`src/common/cpm_defs.vh`:
```
// Purpose: Constants for the counter measurement block
// Assumes: APB word registers, 32-bit data
// Notes: Byte offsets, field positions and reset values
`ifndef CPM_DEFS_VH
`define CPM_DEFS_VH

`define CPM_OFF_CTRL 12'h000
`define CPM_OFF_CFG 12'h004
`define CPM_OFF_RELOAD 12'h008
`define CPM_OFF_STATUS 12'h00c
`define CPM_OFF_COUNT 12'h010
`define CPM_OFF_RESULT 12'h014
`define CPM_OFF_LEVEL 12'h018

`define CPM_CTRL_ARM 0
`define CPM_CFG_MODE_LO 0
`define CPM_CFG_MODE_HI 2
`define CPM_CFG_DEC_LO 3
`define CPM_CFG_DEC_HI 4
`define CPM_CFG_SRC_FALL 5
`define CPM_CFG_GATE_FALL 6
`define CPM_CFG_AUX_FALL 7
`define CPM_CFG_SMP_FALL 8
`define CPM_CFG_ZPH_LO 9
`define CPM_CFG_ZPH_HI 10
`define CPM_CFG_ZEN 11

`define CPM_MODE_PERIOD 3'h0
`define CPM_MODE_POS 3'h1
`define CPM_MODE_POS_SMP 3'h2
`define CPM_MODE_SEP_SINGLE 3'h3
`define CPM_MODE_SEP_IMPL 3'h4
`define CPM_MODE_SEP_SMP 3'h5

`define CPM_DEC_SINGLE 2'h0
`define CPM_DEC_DOUBLE 2'h1
`define CPM_DEC_QUAD 2'h2
`define CPM_DEC_TWO_PULSE 2'h3

`define CPM_CFG_RESET 32'h00000000
`define CPM_RELOAD_RESET 32'h00000000

`endif

```
`src/rtl/cpm_counter.v`:
```
// Purpose: Counter measurement block: period, encoder position, edge separation
// Assumes: Inputs synchronous to clk_i; APB slave, one wait state
// Notes: Results go to an internal FIFO; sample-clocked and implicit modes stream them out with valid/ready
//
// What this block does
// - Period between two like gate edges
// - Count source edges between gate edges
// - Position counts only after arming
// - Single-edge: up on A rise, down A fall
// - Double-edge: count every A edge
// - Quad-edge: count every A and B edge
// - Index high in chosen phase loads reload
// - Count change before reload when coincident
// - Reload within one fastest timebase period
// - Two-pulse: up on A rise, down B rise
// - Sample clock captures running count, no reset
// - Sample clock edge rising or falling
// - Buffered results stream to host in sample-clocked and implicit modes
// - Separation starts on aux edge after arm
// - Ignore aux edges while counting
// - Gate edge stops count, stores it
// - Aux and gate polarity independently chosen
// - Single mode idles until result read
// - Implicit mode repeats over intervals
// - Sample-clocked mode pushes on sample edge
// - Missing edges between samples flag overrun
//
// The APB slave port and the register addresses were left to the implementer.
`timescale 1ns/10ps
`include "cpm_defs.vh"

module cpm_counter #(
	parameter CW = 32,
	parameter FIFO_AW = 4
) (
	// Clock and reset
	input wire clk_i,
	input wire rst_n_i,
	// APB slave
	input wire psel_i,
	input wire penable_i,
	input wire pwrite_i,
	input wire [11:0] paddr_i,
	input wire [31:0] pwdata_i,
	output reg [31:0] prdata_o,
	output reg pready_o,
	output reg pslverr_o,
	// Counter inputs
	input wire source_i,
	input wire gate_i,
	input wire aux_i,
	input wire phase_a_i,
	input wire phase_b_i,
	input wire index_i,
	input wire sample_i,
	// Result stream to host memory
	output reg [CW-1:0] stream_data_o,
	output reg stream_valid_o,
	input wire stream_ready_i,
	// Status
	output reg armed_o,
	output reg overrun_o
);

	localparam ST_IDLE = 4'b0001;
	localparam ST_WAIT = 4'b0010;
	localparam ST_RUN = 4'b0100;
	localparam ST_DONE = 4'b1000;
	localparam [FIFO_AW:0] DEPTH = {1'b1, {FIFO_AW{1'b0}}};

	function edge_hit;
		input cur;
		input prev;
		input fall;
		begin
			edge_hit = fall ? (prev & ~cur) : (cur & ~prev);
		end
	endfunction

	// Count plus one, minus one or held
	function [CW-1:0] step_cnt;
		input [CW-1:0] v;
		input inc;
		input dec;
		begin
			if (inc)
				step_cnt = v + {{(CW-1){1'b0}}, 1'b1};
			else if (dec)
				step_cnt = v - {{(CW-1){1'b0}}, 1'b1};
			else
				step_cnt = v;
		end
	endfunction

	// Mapped register offsets
	function reg_known;
		input [11:0] addr;
		begin
			case (addr)
				`CPM_OFF_CTRL, `CPM_OFF_CFG, `CPM_OFF_RELOAD, `CPM_OFF_STATUS: reg_known = 1'b1;
				`CPM_OFF_COUNT, `CPM_OFF_RESULT, `CPM_OFF_LEVEL: reg_known = 1'b1;
				default: reg_known = 1'b0;
			endcase
		end
	endfunction

	// Registers
	reg [31:0] cfg_r;
	reg [CW-1:0] reload_r;
	reg [3:0] state_r;
	reg [CW-1:0] count_r;
	reg [CW-1:0] held_r;
	reg held_v_r;
	reg src_q_r;
	reg gate_q_r;
	reg aux_q_r;
	reg a_q_r;
	reg b_q_r;
	reg smp_q_r;

	// FIFO
	reg [CW-1:0] mem_r [0:DEPTH-1];
	reg [FIFO_AW:0] wp_r;
	reg [FIFO_AW:0] rp_r;
	wire [FIFO_AW:0] level = wp_r - rp_r;
	wire fifo_full = (level == DEPTH);
	wire fifo_empty = (level == {(FIFO_AW+1){1'b0}});

	wire [2:0] mode = cfg_r[`CPM_CFG_MODE_HI:`CPM_CFG_MODE_LO];
	wire [1:0] dec = cfg_r[`CPM_CFG_DEC_HI:`CPM_CFG_DEC_LO];
	wire [1:0] zph = cfg_r[`CPM_CFG_ZPH_HI:`CPM_CFG_ZPH_LO];

	wire src_e = edge_hit(source_i, src_q_r, cfg_r[`CPM_CFG_SRC_FALL]);
	wire gate_e = edge_hit(gate_i, gate_q_r, cfg_r[`CPM_CFG_GATE_FALL]);
	wire aux_e = edge_hit(aux_i, aux_q_r, cfg_r[`CPM_CFG_AUX_FALL]);
	wire smp_e = edge_hit(sample_i, smp_q_r, cfg_r[`CPM_CFG_SMP_FALL]);
	wire a_r = phase_a_i & ~a_q_r;
	wire a_f = ~phase_a_i & a_q_r;
	wire b_r = phase_b_i & ~b_q_r;
	wire b_f = ~phase_b_i & b_q_r;

	wire pos_mode = (mode == `CPM_MODE_POS) || (mode == `CPM_MODE_POS_SMP);
	wire sep_mode = (mode == `CPM_MODE_SEP_SINGLE) || (mode == `CPM_MODE_SEP_IMPL) ||
		(mode == `CPM_MODE_SEP_SMP);

	// Quadrature step decode
	reg up, dn;
	always @* begin
		up = 1'b0;
		dn = 1'b0;
		case (dec)
			`CPM_DEC_SINGLE: begin
				up = a_r & ~phase_b_i;
				dn = a_f & ~phase_b_i;
			end
			`CPM_DEC_DOUBLE: begin
				up = (a_r & ~phase_b_i) | (a_f & phase_b_i);
				dn = (a_r & phase_b_i) | (a_f & ~phase_b_i);
			end
			`CPM_DEC_QUAD: begin
				up = (a_r & ~phase_b_i) | (a_f & phase_b_i) | (b_r & phase_a_i) | (b_f & ~phase_a_i);
				dn = (a_r & phase_b_i) | (a_f & ~phase_b_i) | (b_r & ~phase_a_i) | (b_f & phase_a_i);
			end
			default: begin
				up = a_r & ~b_r;
				dn = b_r & ~a_r;
			end
		endcase
	end

	// Phase index: {A,B}; index sampled every clock, fastest timebase
	wire [1:0] cur_ph = {phase_a_i, phase_b_i};
	wire z_hit = cfg_r[`CPM_CFG_ZEN] && index_i && (cur_ph == zph) && (dec != `CPM_DEC_TWO_PULSE);

	// APB decode
	// Taken once, on the edge before ready; the ready cycle must not repeat a pop
	wire acc = psel_i & penable_i & ~pready_o;
	wire wr = acc & pwrite_i;
	wire rd = acc & ~pwrite_i;
	wire hit = reg_known(paddr_i);
	wire arm_wr = wr && (paddr_i == `CPM_OFF_CTRL);
	wire res_rd = rd && (paddr_i == `CPM_OFF_RESULT);
	wire ovr_clr = wr && (paddr_i == `CPM_OFF_STATUS) && pwdata_i[1];

	// Stream pop; a software result read also pops the FIFO, but only while no stream word is held
	wire strm_pop = stream_valid_o & stream_ready_i;
	wire sw_pop = res_rd & ~fifo_empty & ~stream_valid_o;

	// Measurement engine
	reg [3:0] state_nxt;
	reg [CW-1:0] count_nxt;
	reg push;
	reg [CW-1:0] push_d;
	reg [CW-1:0] held_nxt;
	reg held_v_nxt;
	reg ovr_set;
	always @* begin
		state_nxt = state_r;
		count_nxt = count_r;
		push = 1'b0;
		push_d = count_r;
		held_nxt = held_r;
		held_v_nxt = held_v_r;
		ovr_set = 1'b0;
		case (state_r)
			ST_IDLE: begin
			end
			ST_WAIT: begin
				if (pos_mode) begin
					state_nxt = ST_RUN;
				end else if (mode == `CPM_MODE_PERIOD) begin
					if (gate_e) begin
						count_nxt = {CW{1'b0}};
						state_nxt = ST_RUN;
					end
				end else if (sep_mode && aux_e) begin
					count_nxt = {CW{1'b0}};
					state_nxt = ST_RUN;
				end
			end
			ST_RUN: begin
				if (pos_mode) begin
					count_nxt = step_cnt(count_r, up, dn);
					if (z_hit)
						count_nxt = reload_r;
					if (mode == `CPM_MODE_POS_SMP && smp_e) begin
						push = 1'b1;
						push_d = count_r;
					end
				end else if (mode == `CPM_MODE_PERIOD) begin
					if (gate_e) begin
						push = 1'b1;
						push_d = count_r + {{(CW-1){1'b0}}, src_e};
						count_nxt = {CW{1'b0}};
					end else if (src_e) begin
						count_nxt = count_r + {{(CW-1){1'b0}}, 1'b1};
					end
				end else if (sep_mode) begin
					// Aux edges are not looked at here
					if (gate_e) begin
						push_d = count_r + {{(CW-1){1'b0}}, src_e};
						if (mode == `CPM_MODE_SEP_SMP) begin
							held_nxt = push_d;
							held_v_nxt = 1'b1;
						end else begin
							push = 1'b1;
						end
						state_nxt = (mode == `CPM_MODE_SEP_SINGLE) ? ST_DONE : ST_WAIT;
					end else if (src_e) begin
						count_nxt = count_r + {{(CW-1){1'b0}}, 1'b1};
					end
				end
			end
			ST_DONE: begin
				if (res_rd)
					state_nxt = ST_IDLE;
			end
			default: state_nxt = ST_IDLE;
		endcase
		if (mode == `CPM_MODE_SEP_SMP && state_r != ST_IDLE && smp_e) begin
			if (held_v_r || (held_v_nxt && state_r == ST_RUN)) begin
				push = 1'b1;
				push_d = held_nxt;
				held_v_nxt = 1'b0;
			end else begin
				ovr_set = 1'b1;
			end
		end
		if (arm_wr) begin
			state_nxt = pwdata_i[`CPM_CTRL_ARM] ? ST_WAIT : ST_IDLE;
			count_nxt = {CW{1'b0}};
			held_v_nxt = 1'b0;
		end
	end

	// Input history for edge detection
	always @(posedge clk_i) begin
		if (!rst_n_i) begin
			src_q_r <= 1'b0;
			gate_q_r <= 1'b0;
			aux_q_r <= 1'b0;
			a_q_r <= 1'b0;
			b_q_r <= 1'b0;
			smp_q_r <= 1'b0;
		end else begin
			src_q_r <= source_i;
			gate_q_r <= gate_i;
			aux_q_r <= aux_i;
			a_q_r <= phase_a_i;
			b_q_r <= phase_b_i;
			smp_q_r <= sample_i;
		end
	end

	// Software configuration
	always @(posedge clk_i) begin
		if (!rst_n_i) begin
			cfg_r <= `CPM_CFG_RESET;
			reload_r <= {CW{1'b0}};
		end else begin
			if (wr && paddr_i == `CPM_OFF_CFG)
				cfg_r <= pwdata_i;
			if (wr && paddr_i == `CPM_OFF_RELOAD)
				reload_r <= pwdata_i[CW-1:0];
		end
	end

	// Measurement state and status
	always @(posedge clk_i) begin
		if (!rst_n_i) begin
			state_r <= ST_IDLE;
			count_r <= {CW{1'b0}};
			held_r <= {CW{1'b0}};
			held_v_r <= 1'b0;
			armed_o <= 1'b0;
			overrun_o <= 1'b0;
		end else begin
			state_r <= state_nxt;
			count_r <= count_nxt;
			held_r <= held_nxt;
			held_v_r <= held_v_nxt;
			armed_o <= (state_nxt != ST_IDLE);
			// Set wins over clear; a result lost to a full FIFO sets it too
			overrun_o <= ovr_set | (push & fifo_full) | (overrun_o & ~ovr_clr);
		end
	end

	// Result FIFO and stream head register
	always @(posedge clk_i) begin
		if (!rst_n_i) begin
			wp_r <= {(FIFO_AW+1){1'b0}};
			rp_r <= {(FIFO_AW+1){1'b0}};
			stream_data_o <= {CW{1'b0}};
			stream_valid_o <= 1'b0;
		end else begin
			if (push && !fifo_full) begin
				mem_r[wp_r[FIFO_AW-1:0]] <= push_d;
				wp_r <= wp_r + {{FIFO_AW{1'b0}}, 1'b1};
			end
			if (sw_pop) begin
				rp_r <= rp_r + {{FIFO_AW{1'b0}}, 1'b1};
			end else if ((!stream_valid_o || strm_pop) && !fifo_empty && mode != `CPM_MODE_SEP_SINGLE &&
				mode != `CPM_MODE_PERIOD && mode != `CPM_MODE_POS) begin
				stream_data_o <= mem_r[rp_r[FIFO_AW-1:0]];
				stream_valid_o <= 1'b1;
				rp_r <= rp_r + {{FIFO_AW{1'b0}}, 1'b1};
			end else if (strm_pop) begin
				stream_valid_o <= 1'b0;
			end
		end
	end

	// APB: one-cycle ready in the access phase
	always @(posedge clk_i) begin
		if (!rst_n_i) begin
			prdata_o <= 32'h00000000;
			pready_o <= 1'b0;
			pslverr_o <= 1'b0;
		end else begin
			pready_o <= acc;
			pslverr_o <= acc & ~hit;
			prdata_o <= 32'h00000000;
			if (rd) begin
				case (paddr_i)
					`CPM_OFF_CTRL: prdata_o <= {31'h00000000, armed_o};
					`CPM_OFF_CFG: prdata_o <= cfg_r;
					`CPM_OFF_RELOAD: prdata_o <= reload_r;
					`CPM_OFF_STATUS: prdata_o <= {28'h0000000, fifo_full, fifo_empty, overrun_o, armed_o};
					`CPM_OFF_COUNT: prdata_o <= count_r;
					`CPM_OFF_RESULT: prdata_o <= fifo_empty ? 32'h00000000 : mem_r[rp_r[FIFO_AW-1:0]];
					`CPM_OFF_LEVEL: prdata_o <= {{(31-FIFO_AW){1'b0}}, level};
					default: prdata_o <= 32'h00000000;
				endcase
			end
		end
	end

endmodule // cpm_counter

```
`config.mk`:
```
export PLATFORM = sky130hd
export DESIGN_NAME = cpm_counter
export DESIGN_NICKNAME = d
export VERILOG_FILES = /design/src/rtl/cpm_counter.v
export VERILOG_INCLUDE_DIRS = /design/src /design/src/common
export SDC_FILE = /design/constraint.sdc
export NUM_CORES = 1
export LEC_CHECK = 0
export BUFFER_PORTS_ARGS = -buffer_cell sky130_fd_sc_hd__buf_2
export CAP_MARGIN = 20
export CORE_MARGIN = 2
export CORE_UTILIZATION = 44
export DETAILED_ROUTE_END_ITERATION = 12
export PLACE_DENSITY = 0.57
export SLEW_MARGIN = 15
export SYNTH_ARGS = -nofsm -noshare
export SYNTH_HDL_FRONTEND = slang
export SYNTH_SLANG_ARGS = --single-unit
```
`constraint.sdc`:
```
create_clock -name clk_i -period 7.98 [get_ports clk_i]
set_input_delay 0.798 -clock clk_i [delete_from_list [all_inputs] [get_ports clk_i]]
set_output_delay 0.798 -clock clk_i [all_outputs]
set_load 0.02 [all_outputs]
```
==> flow_results.org, run 1 <==
** Floorplanning
- Total core area :: about 0.073 mm^2
- For this configuration, the core starts out at a cell density of 0.444.
- between 100 and 150 I/O pins were placed.
- The initialized floorplan defines between 90 and 100 standard-cell rows.
- The floorplan step set the die height to approximately 280 um.
- The floorplan step defined a die boundary enclosing roughly 0.076 mm^2.
- The floorplan step set the die width to 275 um.

** Logic synthesis
- Number of storage elements in the synthesis netlist :: between 700 and 800
- The number of different library cells used by synthesis comes to 81.
- Dominant synthesized flop cell :: edfxtp_1
- The portion of synthesized area spent on multiplexers is 0.127.
- Synthesis handed over a netlist of about 2400 instances.
- Top-area cell type share of the netlist area :: 0.475
- The share of the synthesized area in compound gates (AO/OA/AOI/OAI) came to 0.101.
- Fraction of synthesized cell area in xor and xnor cells :: 0.0241
- Most frequent cells after synthesis :: edfxtp_1 (512), nand2_1 (272), dfxtp_1 (222), mux4_2 (160), nor2_1 (145)
- The cell area that synthesis handed to floorplanning was 0.0324 mm^2.
- Simple-gate share of the synthesized area :: 0.105
- Sorting the synthesized cells by area gives the leading types as edfxtp_1 (47%), dfxtp_1 (14%), mux4_2 (11%).
- The most common cell in the synthesized netlist is edfxtp_1.
- Yosys synthesis warning count :: 0
- Most area-hungry cell type in the Yosys netlist :: edfxtp_1
- Combinational family with the most area after synthesis :: multiplexers
- Count of flip-flops with a built-in enable after synthesis :: about 510
- Sequential element share of the synthesized area :: 0.612
- When the netlist entered floorplanning its net count stood at 2484.
- Async set or reset register ratio after synthesis :: 0
- Average cell area after synthesis :: around 13 um^2
- Area share of fa/ha/maj cells after synthesis :: 0.00564

** Power
- Reported leakage power :: 11.4 nW
- Max VDD drop :: 0.170 mV
- For this design the ratio of total power to cell area is roughly 210 mW/mm^2.

** Place
- Post-Place Cells :: approximately 3400
- In this run the tool buffered the top-level ports with between 100 and 150 buffer cells.
- Routability-driven placement finished with a final weighted congestion of between 0.9 and 1.
- Summed over all nets, the half-perimeter wirelength after detailed placement is roughly 60 mm.

** Detailed routing
- Detailed Routing Iterations Pass 1 :: 10
- In the final routed layout, each cell accounts on average for around 26 um.
- Summed over all layers, the routed wires come to approximately 90 mm.
- Post-detailed-route via-to-cell ratio :: about 6.1
- Once detail routing completed, the nets flagged for antenna violations numbered 0.
- The routed layout has 21500 vias.
- In the routed design, unresolved DRC markers number 0.
- For this block, the initial DRC count from the detailed router was roughly 2500.

** Layout
- Synthesis-to-finish area growth :: 14.2%
- For this run, the number of standard cells in the final layout without fillers is about 3500.
- After the last flow step, the layout net total stands at 2592.
- Share of post-route cells with drive strength above 1 :: 0.215
- The repair_antennas step left the layout with diodes totalling 0.

** Hold path
- Worst Hold Class :: primary input to flip-flop

** Clock tree
- The H-tree generated during clock tree synthesis spans 3 levels.
- The longest clock path from root to sink contains 3 buffers.
- The tree is rooted in a clkbuf_16.
- Post-CTS setup buffer count :: 0
- The number of hold buffers added after CTS was 0.
- Clock-pin slew was measured on the worst setup and hold paths at ~0.06 ns.
- TritonCTS built the clock tree.
- Sinks on the clock net :: ~730
- In this run, post-CTS repair resized a total of 0 instances.
- Clock insertion delay at the later pin of the skew report :: roughly 0.63 ns
- Num CTS Buffers :: between 70 and 80

** Critical path
- In this run the worst path has a maximum fanout of 16.
- The worst setup path is launched from a flip-flop.
- For the worst setup path, the data arrival time is roughly 5.2 ns.
- For the worst setup path, the data required time is just over 8 ns.
- The worst setup path is of the flip-flop to flip-flop kind.
- The worst setup path is captured at a flip-flop.

** Run status
- Run status :: complete, no violations

** Flow run
- Max-capacitance violation count :: 0

** STA
- For the pin with the worst max-slew slack, the measured transition is approximately 1.2 ns.
- Measured against its own limit, the worst slew margin works out to 0.222.
- The hold violation total from the final report was 0.
- The number of pins with negative max-slew slack in the final report came to 0.
- Adding up every negative setup slack in the final design gives 0 ns.
- Shortest clock period the worst path allows after layout :: 4.93 ns
- Final setup vio count :: 0
- Maximum frequency from static timing analysis :: 203 MHz
- Largest clock skew in the final design :: around 0.029 ns
- Setup repair after global routing missed its margin :: no
- Hold slack final :: between 0.4 and 0.5 ns
- In the finished design, the share of the clock period the worst path needs comes to 0.617.

** Global route
- Entering global routing, the biggest net connects 95 pins.
- The first global-routing pass estimated approximately 140 mm of wire.
- The initial antenna violation count is 1.
- The number of global-route vias before repair was approximately 21000.
- The total overflow left after global routing is 0.
- In the global route stage, overall resource usage came out at 0.242.
critical path: stages, from the launching register on:
cell and delay (ns):
dfxtp_1 0.34, or3b_2 0.49, and2_1 0.32, inv_1 0.49, ha_1 0.32, ha_1 0.26, nand3_1 0.18, nor3_1 0.69
and3_1 0.36, a21oi_1 0.10, nor2_1 0.12, nor2_1 0.05, a311oi_2 0.86
routing by layer:
| layer | global-route usage | part of all wire | vias up |
|---|---|---|---|
| li1 | - | - | 9533 |
| met4 | 0.0925 | 0.035 | 0 |
| met2 | 0.402 | 0.49 | 818 |
| met5 | 0 | 0 | - |
| met3 | 0.0389 | 0.067 | 202 |
| met1 | 0.322 | 0.41 | 11000 |
flip-flops by register name, indices dropped and copies added, names as in the netlist, named ones only:
register / count
mem_r: 512
cfg_r: 32
count_r: 32
held_r: 32
prdata_o: 32
reload_r: 32
stream_data_o: 32
rp_r: 5
wp_r: 5
state_r: 4
a_q_r: 1
armed_o: 1
aux_q_r: 1
b_q_r: 1
gate_q_r: 1
held_v_r: 1
overrun_o: 1
pready_o: 1
pslverr_o: 1
smp_q_r: 1
src_q_r: 1
stream_valid_o: 1
cell families after synthesis:
kind of cell             count (synthesis)
multiplexers                           210
flip-flops                             734
AO/OA/AOI/OAI                          452
AND/OR/NAND/NOR                        714
XOR/XNOR                                89
adder cells (fa/ha/maj)                 14
buffers and inverters                  200
report_power, final:
group	total [W]	internal [W]	switching, W
registers	0.00402	0.00402	0.00000209
logic	0.0000963	0.0000365	0.0000597
clock network	0.00367	0.00216	0.00151
total	0.00779	0.00622	0.00157
layout by cell type (no fill, tap or decap), drive strengths merged, types with 28 or more instances in the layout:
cell type and instances:
clkbuf 104, edfxtp 512, a222oi 39, xnor2 54, xor2 35, a21boi 73, a21oi 95, nand4 39
nand3 42, dfxtp 222, clkinv 28, buf 203, nor2 145, o21ai 64, nor2b 43, mux2i 46
nor3 34, nor4 30, nand2 272, mux4 160
per-stage QoR:
step	area [um^2]	setup WS [ns]	utilization	total power (W)
floorplan	32400	2.05	-	0.00416
global placement	34200	2.81	0.469	0.00420
detailed placement	34300	2.61	0.470	0.00420
CTS	36900	3.13	0.506	0.00787
global route	37000	2.67	0.507	0.00803
finish	37000	3.05	0.507	0.00779
final timing paths:
| check | startpoint | endpoint | slack (ns) | cells past startpoint |
|---|---|---|---|---|
| worst max register to register | cfg_r[5] | mem_r[9][12] | 3.05 | 12 |
| worst max-delay path | cfg_r[5] | mem_r[9][12] | 3.05 | 12 |
| worst min register to register | cfg_r[22] | cfg_r[22] | 0.47 | 2 |
| worst min-delay path | sample_i | smp_q_r | 0.42 | 2 |
layout make-up:
| cell class | instances | area [um^2] |
|---|---|---|
| repair buffers | 205 | 1290 |
| flip-flops and latches | 734 | 19800 |
| clock inverters | 42 | 475 |
| multi-input cells | 1479 | 12000 |
| well taps | 959 | 1200 |
| clock buffers | 102 | 2140 |
| fillers | 6148 | 36000 |
| inverters | 23 | 86.3 |
Power figures use the tool's default switching activity.
==> run 2: changes to the inputs <==
==> constraint.sdc (replaced) <==
create_clock -name clk_i -period 5.1 [get_ports clk_i]
set_input_delay 0.51 -clock clk_i [delete_from_list [all_inputs] [get_ports clk_i]]
set_output_delay 0.51 -clock clk_i [all_outputs]
set_load 0.02 [all_outputs]
==> run 2 against run 1 <==
- via count increased by 1.3%
- combinational power increased by 60%
- global-route usage increased by 0.34 points
- critical path depth unchanged
- final area increased by 0.23%
- fmax increased by 15%
- register-to-register slack got worse by 2.2 ns
- utilization increased by 0.12 points
- highest routed layer unchanged
- flip-flop and latch count unchanged
==> flow_results.org, run 2 (same netlist as run 1, synthesis figures left out) <==
** Run status
- Run status :: complete, no violations

** STA
- Largest clock skew in the final design :: 0.0306 ns
- Timing would allow up to 234 MHz.
- Final hold viol count :: 0
- Setup violations remaining at the end of the flow were counted as 0.
- Final slew viol count :: 0
- Shortest clock period the worst path allows after layout :: 4.28 ns
- Of the available clock period, the critical path in the final layout requires 0.839.
- Setup repair after global routing missed its margin :: no
- At the pin with the least slew margin, the transition time is between 1 and 1.5 ns.
- Headroom to the max-slew limit :: 0.238
- Across all hold checks on the routed design, the worst slack comes to ~0.11 ns.

** Detailed routing
- After detailed routing, the number of remaining DRC violations is 0.
- Routed wire length :: about 93 mm
- Before antenna repair, the detailed router went through 8 iterations.
- Dividing the detail-routed via count by the number of cells gives about 6.1.
- For this block, the initial DRC count from the detailed router was 2167.
- In this run the remaining antenna-violating nets after routing total 0.
- Detailed-route via count :: approximately 22000
- In the final routed layout, each cell accounts on average for ~26 um.

** Hold path
- The worst hold path belongs to the class primary input to flip-flop.
- Min-delay src :: sample_i

** Clock tree
- Number of cells upsized or downsized after cts :: 0
- Buffers inserted to repair hold after CTS numbered 0.
- Buffer cell driving the clock tree root :: clkbuf_16
- Clock slew seen by the registers of the worst setup and hold paths :: 0.06 ns
- Post-CTS timing repair inserted 0 buffers for setup.
- Num CTS Buffers :: 79
- TritonCTS built the clock tree.
- Clock insertion delay at the later pin of the skew report :: between 0.6 and 0.7 ns
- The longest clock path from root to sink contains 3 buffers.
- The H-tree was split into 3 levels.
- For this design, the sink count on the clock tree is about 730.

** Critical path
- Data on the critical path is required at its endpoint by roughly 5.4 ns.
- Data on the critical path arrives at its endpoint at ~4.6 ns.
- The worst register-to-register path has a setup slack of between 0.8 and 0.9 ns.
- Critical-path maximum fanout :: 16
- Worst setup EP type :: flip-flop
- The startpoint identified for the worst register-to-register timing path is cfg_r[5].
- The critical path is of the flip-flop to flip-flop type.
- Critical Path Source Type :: flip-flop
- The most critical setup path has its startpoint at cfg_r[5].

** Floorplanning
- Measured along the x axis, the die boundary spans 275 um.
- For this configuration, the core starts out at a cell density of 0.444.
- In this run the count of I/O pins placed on the die edge is 126.
- Cell row count :: 99
- The die covers ~0.076 mm^2.
- Die Height :: around 280 um
- Total core area :: 0.0730 mm^2

** Layout
- In the final layout, the multi-input gates occupy between 0.01 and 0.015 mm^2.
- Antenna fix cells :: 0
- Total Nets Final :: roughly 2600
- Post-layout utilization of the core :: 0.508
- The filler cells instantiated in the layout total around 6000.
- Design area :: ~0.037 mm^2
- Leaving out fill and tap cells, the most frequent cells in the layout are edfxtp_1 (512), nand2_1 (272), dfxtp_1 (218).
- Max FFs per register :: approximately 510
- In the final layout, the share of cells above drive strength 1 is 0.220.
- In the final layout, flip-flops and latches occupy ~0.02 mm^2.
- Synthesis-to-finish area growth :: 14.5%
- Leaving out fill and tap cells, the most frequent cell in the layout is edfxtp_1.

** Place
- Post-detailed-placement half-perimeter wirelength :: 60.2 mm
- The congestion estimate from routability-driven global placement came to between 0.9 and 1.
- Cell area after placement :: roughly 0.035 mm^2
- Buffers added on ports :: ~130

** Power
- VDD sags by at most 0.308 mV.
- Reported leakage power :: ~11 nW
- For this design the ratio of total power to cell area is about 330 mW/mm^2.

** Global route
- Total congestion overflow :: 0
- The number of global-route vias before repair was around 21000.
- The initial antenna violation count came to 1.
- Maximum number of pins on one net before global-route repair :: 82
- The first global-routing pass estimated 139 mm of wire.
- Global-route usage over all layers :: 0.246

** Flow run
- The tool flagged a number of max-cap violations equal to 0.
-- run 2: worst paths after layout --
path | to | cells past startpoint
max | mem_r[6][18] | 12
max reg2reg | mem_r[6][18] | 12
min | smp_q_r | 2
min reg2reg | held_r[1] | 2
-- run 2: area by class of cell --
| cell class | count | share of cell area |
|---|---|---|
| Inverter | 23 | 0.00233 |
| Multi-Input combinational cell | 1479 | 0.323 |
| Clock buffer | 101 | 0.0588 |
| Sequential cell | 734 | 0.535 |
| Clock inverter | 41 | 0.00962 |
| Tap cell | 959 | 0.0324 |
| Timing Repair Buffer | 224 | 0.0394 |
-- run 2: routing by layer --
layer / track usage / share of wire / up-vias
met2: 0.404 / 0.48 / 807
met3: 0.0338 / 0.057 / 203
met4: 0.0825 / 0.035 / 0
met1: 0.338 / 0.43 / 11200
met5: 0 / 0 / -
li1: - / - / 9566
-- run 2: worst max-delay path, stage by stage (launching register included) --
cell and delay [ns]:
dfxtp_1 0.34, or3b_2 0.49, and2_1 0.34, inv_1 0.15
ha_1 0.19, ha_1 0.25, and3_1 0.24, nand3_1 0.17
nor3_1 0.52, nand2_1 0.10, a21oi_1 0.17, nor2_1 0.06
a311oi_2 0.88
-- run 2: through the flow --
stage / setup slack [ns] / cells / TNS, ns / total power [W]
final: 0.823 / 3561 / 0 / 0.0121
after global routing: 0.479 / 3561 / 0 / 0.0124
after CTS: 0.904 / 3561 / 0 / 0.0122
after detailed placement: 0.721 / 3419 / 0 / 0.00657
after global placement: 0.799 / 3419 / 0 / 0.00657
after floorplan: -0.685 / 2413 / -85.82 / 0.00651
-- run 2: report_power, final --
group	internal, W	switching [W]	total (W)
Combinational	0.0000582	0.0000954	0.000154
Sequential	0.00629	0.00000310	0.00630
Clock	0.00320	0.00242	0.00562
